File: src/qfp_map.vh
// Constants for the quad-phase fetch pipeline: widths, phases, opcode patterns
`ifndef QFP_MAP_VH
`define QFP_MAP_VH

// ----------------------------------------------------------------------
// Widths
// ----------------------------------------------------------------------
`define QFP_PC_W          21
`define QFP_WORD_W        16
`define QFP_DM_AW         12
`define QFP_BYTE_W        8

// ----------------------------------------------------------------------
// Phase codes and reset values
// ----------------------------------------------------------------------
`define QFP_PH_Q1         2'h0
`define QFP_PH_Q2         2'h1
`define QFP_PH_Q3         2'h2
`define QFP_PH_Q4         2'h3
`define QFP_RESET_VEC     21'h000000
`define QFP_PC_STEP       21'h000002
`define QFP_WORK_RST      8'h00

// ----------------------------------------------------------------------
// Special data addresses inside the access bank
// ----------------------------------------------------------------------
`define QFP_PC_LOW_ADDR   8'hF9
`define QFP_TLATCH_ADDR   8'hF5
`define QFP_ACC_SPLIT     8'h80
`define QFP_BANK_LO       4'h0
`define QFP_BANK_HI       4'hF

// ----------------------------------------------------------------------
// Opcode prefixes, compared against the top bits of the word; the two table opcodes match the whole word
// ----------------------------------------------------------------------
`define QFP_OP_GOTO       8'hEF
`define QFP_OP_CALL       7'h76
`define QFP_OP_RJMP       5'h1A
`define QFP_OP_FCOPY      4'hC
`define QFP_OP_SECOND     4'hF
`define QFP_OP_ADDW       6'h09
`define QFP_OP_STOW       7'h37
`define QFP_OP_LDLIT      8'h0E
`define QFP_OP_RTLIT      8'h0C
`define QFP_OP_TABRD      16'h0008
`define QFP_OP_TABWR      16'h000C

`endif

File: src/qfp_fetch_pipeline.v
// Quad-phase fetch pipeline: phase generator, PC, fetch latch and small execute unit
// Function
// RL1 - Divide clock by four into ordered phases
// RL2 - Program counter advances every first phase
// RL3 - Fetched word captured in fourth phase
// RL4 - Latched instruction executes phases one to four
// RL5 - Operand read phase two, write phase four
// RL6 - Fetch overlaps execute, one per cycle
// RL7 - PC change flushes prefetched word as no-op
// RL8 - Byte-addressed memory, instructions on even addresses
// RL9 - PC steps by two, LSB reads zero
// RL10 - Absolute jumps load word address into PC
// RL11 - Relative offset counts words, scaled to bytes
// RL12 - Add working register to PC low byte
// RL13 - Return with literal pops, loads literal
// RL14 - Table transfers move one byte at pointer
// RL15 - Lone second word executes as no-op
// RL16 - Reset restarts phase one, empties pipeline
`timescale 1ns/100ps
`default_nettype none
`include "qfp_map.vh"

module qfp_fetch_pipeline
(
  // Clock and reset
  input  wire                        sys_clk_i,
  input  wire                        sys_rst_i,
  // Phase enables
  output wire                        q1_o,
  output wire                        q2_o,
  output wire                        q3_o,
  output wire                        q4_o,
  // Program memory port
  output wire [`QFP_PC_W-1:0]        pm_addr_o,
  output wire                        pm_rd_o,
  input  wire [`QFP_WORD_W-1:0]      pm_data_i,
  output wire                        pm_wr_o,
  output wire [`QFP_BYTE_W-1:0]      pm_wdata_o,
  // Data memory port
  output wire [`QFP_DM_AW-1:0]       dm_addr_o,
  output wire                        dm_rd_o,
  input  wire [`QFP_BYTE_W-1:0]      dm_rdata_i,
  output wire                        dm_wr_o,
  output wire [`QFP_BYTE_W-1:0]      dm_wdata_o,
  // Table access
  input  wire [`QFP_PC_W-1:0]        table_pointer_i,
  output wire [`QFP_BYTE_W-1:0]      table_data_latch_o,
  // Core status
  output wire [`QFP_PC_W-1:0]        pc_o,
  output wire [`QFP_BYTE_W-1:0]      working_register_o,
  output wire                        exec_valid_o
);

  // ----------------------------------------------------------------------
  // State
  // ----------------------------------------------------------------------
  reg  [1:0]              phase_reg;               // Current phase
  reg  [`QFP_PC_W-1:0]    pc_reg;                  // Next fetch address
  reg  [`QFP_PC_W-1:0]    fetch_addr_reg;          // Address being fetched
  reg  [`QFP_PC_W-1:0]    pm_addr_reg;             // Program memory address
  reg  [`QFP_WORD_W-1:0]  instruction_latch_reg;   // Word being executed
  reg                     exec_valid_reg;          // Latch holds a live word
  reg                     copy_pend_reg;           // Latched word is a move destination
  reg  [`QFP_PC_W-1:0]    ret_addr_reg;            // Single-level return address
  reg  [`QFP_BYTE_W-1:0]  working_register_reg;    // Accumulator
  reg  [`QFP_BYTE_W-1:0]  table_data_latch_reg;    // Table byte
  reg  [`QFP_BYTE_W-1:0]  operand_reg;             // Operand read in Q2
  reg  [`QFP_BYTE_W-1:0]  result_reg;              // Write data formed in Q3
  reg  [`QFP_DM_AW-1:0]   dm_addr_reg;             // Data memory address

  // ----------------------------------------------------------------------
  // Phase decode
  // ----------------------------------------------------------------------
  wire ph1 = (phase_reg == `QFP_PH_Q1);
  wire ph2 = (phase_reg == `QFP_PH_Q2);
  wire ph3 = (phase_reg == `QFP_PH_Q3);
  wire ph4 = (phase_reg == `QFP_PH_Q4);

  // ----------------------------------------------------------------------
  // Instruction decode, gated by a live latch
  // ----------------------------------------------------------------------
  wire [`QFP_WORD_W-1:0] ins = instruction_latch_reg;
  wire [7:0]  lit     = ins[7:0];                  // Literal or file address
  wire        acc     = ~ins[8];                   // Access bank selected
  wire        dest_f  = ins[9];                    // Destination is file
  wire        dec_goto  = exec_valid_reg & (ins[15:8]  == `QFP_OP_GOTO);
  wire        dec_call  = exec_valid_reg & (ins[15:9]  == `QFP_OP_CALL);
  wire        dec_rjmp  = exec_valid_reg & (ins[15:11] == `QFP_OP_RJMP);
  wire        dec_fcopy = exec_valid_reg & (ins[15:12] == `QFP_OP_FCOPY);
  wire        dec_addw  = exec_valid_reg & (ins[15:10] == `QFP_OP_ADDW);
  wire        dec_stow  = exec_valid_reg & (ins[15:9]  == `QFP_OP_STOW);
  wire        dec_ldlit = exec_valid_reg & (ins[15:8]  == `QFP_OP_LDLIT);
  wire        dec_rtlit = exec_valid_reg & (ins[15:8]  == `QFP_OP_RTLIT);
  wire        dec_tabrd = exec_valid_reg & (ins == `QFP_OP_TABRD);
  wire        dec_tabwr = exec_valid_reg & (ins == `QFP_OP_TABWR);
  // Second word runs only after its move; reached alone it does nothing
  wire        dec_mvdst = exec_valid_reg & copy_pend_reg &
                          (ins[15:12] == `QFP_OP_SECOND);                 // RL15
  // Adds aimed at the PC low byte become a computed jump
  wire        to_pc_low = acc & (lit == `QFP_PC_LOW_ADDR);
  wire        dec_cgoto = dec_addw & dest_f & to_pc_low;
  wire        dec_addf  = dec_addw & ~dec_cgoto;
  wire        dec_tlat  = dec_stow & acc & (lit == `QFP_TLATCH_ADDR);
  wire        dec_mvf   = dec_stow & ~dec_tlat;

  // Any instruction that rewrites the PC
  wire        transfer  = dec_goto | dec_call | dec_rjmp | dec_rtlit | dec_cgoto;

  // ----------------------------------------------------------------------
  // Branch target arithmetic; fetch_addr_reg already points past the branch
  // ----------------------------------------------------------------------
  // Word offset doubled and sign-extended to byte distance
  wire [`QFP_PC_W-1:0] rel_off  = {{(`QFP_PC_W-12){ins[10]}}, ins[10:0], 1'b0};  // RL11
  wire [`QFP_PC_W-1:0] rel_tgt  = fetch_addr_reg + rel_off;                       // RL11
  // Second word supplies the upper bits of the word address
  wire [`QFP_PC_W-1:0] abs_tgt  = {pm_data_i[11:0], lit, 1'b0};                   // RL10
  // Working register added to low byte, LSB held at zero
  wire [7:0]           pc_low_sum = fetch_addr_reg[7:0] + working_register_reg;   // RL12
  wire [`QFP_PC_W-1:0] cg_tgt   = {fetch_addr_reg[`QFP_PC_W-1:8], pc_low_sum[7:1], 1'b0}; // RL12 RL9

  reg  [`QFP_PC_W-1:0] target;

  // Pick the transfer target
  always @*
  begin
    if (dec_rjmp)
    begin
      target = rel_tgt;
    end
    else if (dec_rtlit)
    begin
      target = ret_addr_reg;                                              // RL13
    end
    else if (dec_cgoto)
    begin
      target = cg_tgt;
    end
    else
    begin
      target = abs_tgt;                                                   // RL10
    end
  end

  // Access bank mapping of an 8-bit file address
  wire [`QFP_DM_AW-1:0] acc_addr = (lit < `QFP_ACC_SPLIT) ? {`QFP_BANK_LO, lit}
                                                          : {`QFP_BANK_HI, lit};

  // ----------------------------------------------------------------------
  // Phase generator
  // ----------------------------------------------------------------------
  // Four single-cycle phases repeating in order
  always @(posedge sys_clk_i)
  begin
    if (sys_rst_i)
    begin
      phase_reg <= `QFP_PH_Q1;                                            // RL16
    end
    else
    begin
      phase_reg <= phase_reg + 2'h1;                                      // RL1
    end
  end

  // ----------------------------------------------------------------------
  // Program counter and fetch address
  // ----------------------------------------------------------------------
  // PC advances in Q1; a transfer overwrites it in Q4
  always @(posedge sys_clk_i)
  begin
    if (sys_rst_i)
    begin
      pc_reg         <= `QFP_RESET_VEC;
      fetch_addr_reg <= `QFP_RESET_VEC;
      pm_addr_reg    <= `QFP_RESET_VEC;
      ret_addr_reg   <= `QFP_RESET_VEC;
    end
    else
    begin
      if (ph1)
      begin
        // Start of fetch cycle
        fetch_addr_reg <= pc_reg;                                         // RL2
        pc_reg         <= pc_reg + `QFP_PC_STEP;                          // RL2 RL9
        pm_addr_reg    <= dec_tabrd | dec_tabwr ? table_pointer_i : pc_reg; // RL14
      end
      else if (ph2)
      begin
        // Table slot over, point back at the fetch word
        pm_addr_reg <= fetch_addr_reg;                                    // RL8
      end
      else if (ph4 & transfer)
      begin
        pc_reg <= target;                                                 // RL7
        if (dec_call)
        begin
          // Return lands after the second word
          ret_addr_reg <= fetch_addr_reg + `QFP_PC_STEP;
        end
      end
    end
  end

  // ----------------------------------------------------------------------
  // Instruction latch and flush
  // ----------------------------------------------------------------------
  // Next word captured in Q4 while the current one finishes
  always @(posedge sys_clk_i)
  begin
    if (sys_rst_i)
    begin
      instruction_latch_reg <= {`QFP_WORD_W{1'b0}};
      exec_valid_reg        <= 1'b0;                                      // RL16
      copy_pend_reg         <= 1'b0;
    end
    else if (ph4)
    begin
      instruction_latch_reg <= pm_data_i;                                 // RL3 RL6
      // A transfer turns the prefetched word into a no-op
      exec_valid_reg        <= ~transfer;                                 // RL7
      copy_pend_reg         <= dec_fcopy;
    end
  end

  // ----------------------------------------------------------------------
  // Data path: address in Q1, read in Q2, result in Q3, write in Q4
  // ----------------------------------------------------------------------
  // Operand and destination address for the executing word
  always @(posedge sys_clk_i)
  begin
    if (sys_rst_i)
    begin
      dm_addr_reg <= {`QFP_DM_AW{1'b0}};
      operand_reg <= {`QFP_BYTE_W{1'b0}};
      result_reg  <= {`QFP_BYTE_W{1'b0}};
    end
    else
    begin
      if (ph1)
      begin
        // Source for a move, destination for its second word
        if (dec_fcopy | dec_mvdst)
        begin
          dm_addr_reg <= ins[`QFP_DM_AW-1:0];
        end
        else
        begin
          dm_addr_reg <= acc_addr;                                        // RL4
        end
      end
      if (ph2 & (dec_addf | dec_fcopy))
      begin
        operand_reg <= dm_rdata_i;                                        // RL5
      end
      if (ph3)
      begin
        if (dec_addf)
        begin
          result_reg <= operand_reg + working_register_reg;
        end
        else if (dec_mvf)
        begin
          result_reg <= working_register_reg;
        end
        else if (dec_mvdst)
        begin
          // Moved byte held since the first word
          result_reg <= operand_reg;
        end
      end
    end
  end

  // ----------------------------------------------------------------------
  // Working register and table latch
  // ----------------------------------------------------------------------
  // Register results land at the end of Q4; a table read loads the table latch at the end of Q2
  always @(posedge sys_clk_i)
  begin
    if (sys_rst_i)
    begin
      working_register_reg <= `QFP_WORK_RST;
      table_data_latch_reg <= {`QFP_BYTE_W{1'b0}};
    end
    else
    begin
      if (ph4)
      begin
        if (dec_ldlit | dec_rtlit)
        begin
          working_register_reg <= lit;                                    // RL13
        end
        else if (dec_addf & ~dest_f)
        begin
          working_register_reg <= result_reg;
        end
        if (dec_tlat)
        begin
          table_data_latch_reg <= working_register_reg;
        end
      end
      if (ph2 & dec_tabrd)
      begin
        // One byte, chosen by the pointer's low bit
        table_data_latch_reg <= table_pointer_i[0] ? pm_data_i[15:8]
                                                   : pm_data_i[7:0];      // RL14
      end
    end
  end

  // ----------------------------------------------------------------------
  // Outputs
  // ----------------------------------------------------------------------
  assign q1_o               = ph1;                                        // RL1
  assign q2_o               = ph2;
  assign q3_o               = ph3;
  assign q4_o               = ph4;
  assign pm_addr_o          = pm_addr_reg;
  // Fetch read in Q4, table read in Q2
  assign pm_rd_o            = ph4 | (ph2 & dec_tabrd);                    // RL3
  assign pm_wr_o            = ph2 & dec_tabwr;                            // RL14
  assign pm_wdata_o         = table_data_latch_reg;
  assign dm_addr_o          = dm_addr_reg;
  assign dm_rd_o            = ph2 & (dec_addf | dec_fcopy);               // RL5
  assign dm_wr_o            = ph4 & ((dec_addf & dest_f) | dec_mvf | dec_mvdst); // RL5
  assign dm_wdata_o         = result_reg;
  assign table_data_latch_o = table_data_latch_reg;
  assign pc_o               = pc_reg;                                     // RL9
  assign working_register_o = working_register_reg;
  assign exec_valid_o       = exec_valid_reg;

endmodule

`default_nettype wire

File: config.mk
export PLATFORM = sky130hd
export DESIGN_NAME = qfp_fetch_pipeline
export DESIGN_NICKNAME = d
export VERILOG_FILES = /design/src/qfp_fetch_pipeline.v
export VERILOG_INCLUDE_DIRS = /design/src
export SDC_FILE = /design/constraint.sdc
export NUM_CORES = 1
export LEC_CHECK = 0
export BUFFER_PORTS_ARGS = -buffer_cell sky130_fd_sc_hd__buf_4
export CAP_MARGIN = 0
export CORE_MARGIN = 2
export CORE_UTILIZATION = 55
export CTS_BUF_LIST = sky130_fd_sc_hd__clkbuf_8
export DETAILED_ROUTE_END_ITERATION = 16
export PLACE_DENSITY = 0.78
export SLEW_MARGIN = 30
export SYNTH_ARGS = -nofsm -noshare
export SYNTH_HDL_FRONTEND = slang
export SYNTH_SLANG_ARGS = --single-unit
File: constraint.sdc
create_clock -name sys_clk_i -period 3.6 [get_ports sys_clk_i]
set_clock_uncertainty 0.2 [all_clocks]
set_input_delay 1.08 -clock sys_clk_i [delete_from_list [all_inputs] [get_ports sys_clk_i]]
set_output_delay 1.08 -clock sys_clk_i [all_outputs]
set_load 0.005 [all_outputs]
==> flow_summary.toml <==
[drt]
wirelength_um = 28300
dr.pass1.iters = 5
drt-wirelength-per-cell_um = 19.5
ant_nets = 0
num_vias = 8851
via_per_inst = 6.09
drc = 0
drtIter0Drc = 631

[power_and_ir_drop]
p_per_area_mw_per_mm2 = 349
peakVddDrop_uv = 209
p_leak_nw = 4.46

[global_routing]
grt_pass1_wl_um = 44400
grt_pass1_vias = 8101
grt_max_degree = 70
grt_overflow = 0
grt_antenna_before_repair = 0
gr-usage-all-layers = 0.317

[flow_run]
drv_cap = 0

[place]
gp_congestion = 1.01
dp.final_hpwl_um = 20700
io_buffers = 141
dp_slack_ns = 0.334

[floorplanning]
initial_core_util = 0.559
die-area_mm2 = 0.0178
row_count = 47
core_mm2 = 0.0165
chipWidth_um = 133
die_h_um = 133
io_pins = 142

[clock_network]
clockRootBuffer = "clkbuf_8"
cts_tree = "done"
clock_sinks = 148
clkTransAtPathRegs_ns = 0.08
clk_latency_ns = 0.46
numCtsBuffers = 17
clock_path_buffers = 2
htreeDepth = 4

[yosys]
yosys.area.top_type_share = 0.322
async_reset_ff_frac = 0
ys_ff_latch = 148
synth_edf_count = 0
ys.warnings.count = 0
yosys.area.top_type = "dfxtp_1"
synth_area_leaders = "dfxtp_1 (32%), mux2i_1 (11%), a211oi_1 (8.3%)"
synthDistinctLibCells = 72
yosysSeqAreaShare = 0.322
synth_cells = 1104
syn-num-nets = 1193
syn_area_mm2 = 0.00920
yosys_most_used_dff = "dfxtp_1"
post_synth.cell_area_avg_um2 = 8.33

[final_layout]
layout-drive-gt1-share = 0.199
final_nets = 1310
area_growth_syn_to_layout_pct = 18.8
fillCellCount = 1401
seqCellArea_mm2 = 0.00297
utilization = 0.664
multi_input_area_mm2 = 0.00584
n_antenna_cell = 0

[hold_path]
hold_class = "flip-flop to flip-flop"

[sta]
drv_slew = 0
setup_viol = 0
worst_slack_ns = 0.145
tightest_slew_ns = 1.03
finalHoldViolations = 0
fin_setup_tns_ns = 0
fmax_mhz = 289
slew_headroom = 0.295
rsz0062_at_grt = "false"
finalCriticalPeriod_ns = 3.46
fin_crit_sh = 0.960

[critical_path]
cp.required_ns = 2.32
crit_fanout = 6
end_kind = "output port"
cp.arrival_ns = 2.18
crit_path_start_kind = "flip-flop"
path_class = "flip-flop to output port"

[outcome]
status = "complete, no violations"
-- power breakdown --
| group | switching, W | internal (W) |
|---|---|---|
| clock | 0.000654 | 0.000698 |
| sequential | 0.0000972 | 0.00171 |
| combinational | 0.000358 | 0.000298 |
| total | 0.00111 | 0.00271 |
-- kinds of logic (layout without fill, tap and decap cells) --
logic type	count (synthesis)	after routing	share of synthesized area
AOI/OAI and AO/OA	304	304	0.224
DFF	148	148	0.322
muxes	103	103	0.112
buffers and inverters	103	233	0.0491
adders and majority gates	42	42	0.0596
and+or+nand+nor	365	365	0.196
xor gates and xnor gates	39	39	0.0371
-- what timing repair did --
| item | CTS | global route |
|---|---|---|
| setup buffers | 1 | 1 |
| endpoints found under the setup margin | 4 | 3 |
| pin swaps | 1 | 2 |
| hold endpoints to repair | 0 | 0 |
| gates resized for setup | 6 | 7 |
| hold buffers | 0 | 0 |
-- layout make-up --
cell class,count,area share
clock buffers,18,0.0227
well taps,220,0.0252
repair buffers,180,0.124
clock inverters,14,0.0149
multi-input cells,853,0.535
flip-flops and latches,148,0.272
inverters,21,0.00721
-- stage by stage --
stage	cells	total power (W)	cell area [µm²]	hold slack, ns
floorplan	1104	0.00222	9200	0.253
global placement	1420	0.00248	10500	0.262
detailed placement	1420	0.00249	10500	0.270
CTS	1453	0.00383	10900	0.284
global route	1454	0.00397	10900	0.307
finish	1454	0.00382	10900	0.283
-- worst max-delay path, stage by stage (launching register included) --
cell      delay (ns)
dfxtp_1         0.31
buf_4           0.15
nand2b_1        0.21
nor3_2          0.23
nand4b_1        0.18
nand2_1         0.14
o21ai_1         0.12
a21oi_1         0.16
nor2_1          0.07
buf_4           0.15
-- worst paths after layout --
check	slack (ns)	endpoint	cells after the start	from
max	0.14	dm_wr_o	9	ins[8]
min	0.28	dm_wdata_o[0]	2	dm_wdata_o[0]
max reg2reg	0.37	pc_o[17]	10	ins[1]
min reg2reg	0.28	dm_wdata_o[0]	2	dm_wdata_o[0]
-- routing by layer --
| metal | wire (µm) | track usage | vias up |
|---|---|---|---|
| met5 | 0 | 0 | - |
| met4 | 952 | 0.134 | 0 |
| met3 | 2120 | 0.0559 | 63 |
| met2 | 12600 | 0.500 | 383 |
| met1 | 12700 | 0.427 | 4134 |
| li1 | - | - | 4271 |
-- cells in the final DEF (no fill, tap or decap), types with 7 or more instances in the layout --
master      n
and3_1     17
a22oi_1     8
nand3_1    30
nand2_1    89
mux2i_1   103
clkbuf_8   18
xnor2_1    17
xor2_1     22
o21ai_0    42
a31oi_1     7
nor3_1     18
a211oi_1  102
nand4_1     7
a21oi_1    63
dfxtp_1   146
a21o_1     11
nand2b_1   13
nor2_1    110
nor2b_1    34
inv_1      21
a221oi_1   10
buf_4     180
o211ai_1   16
ha_1       37
-- synth_stat cells, types with 7 or more instances --
master	instances
ha_1	39
inv_1	20
a221oi_1	10
buf_2	9
a31oi_1	7
o21ai_0	44
clkbuf_1	49
a21oi_1	63
o211ai_1	16
mux2i_1	103
and3_1	17
dfxtp_1	148
buf_4	12
nand2b_1	13
nor2b_1	34
a21o_1	11
nor2_1	111
a22oi_1	8
buf_1	10
xnor2_1	17
nand3_1	30
nand4_1	7
xor2_1	22
nor3_1	20
nand2_1	90
a211oi_1	102
Power figures use the tool's default switching activity.
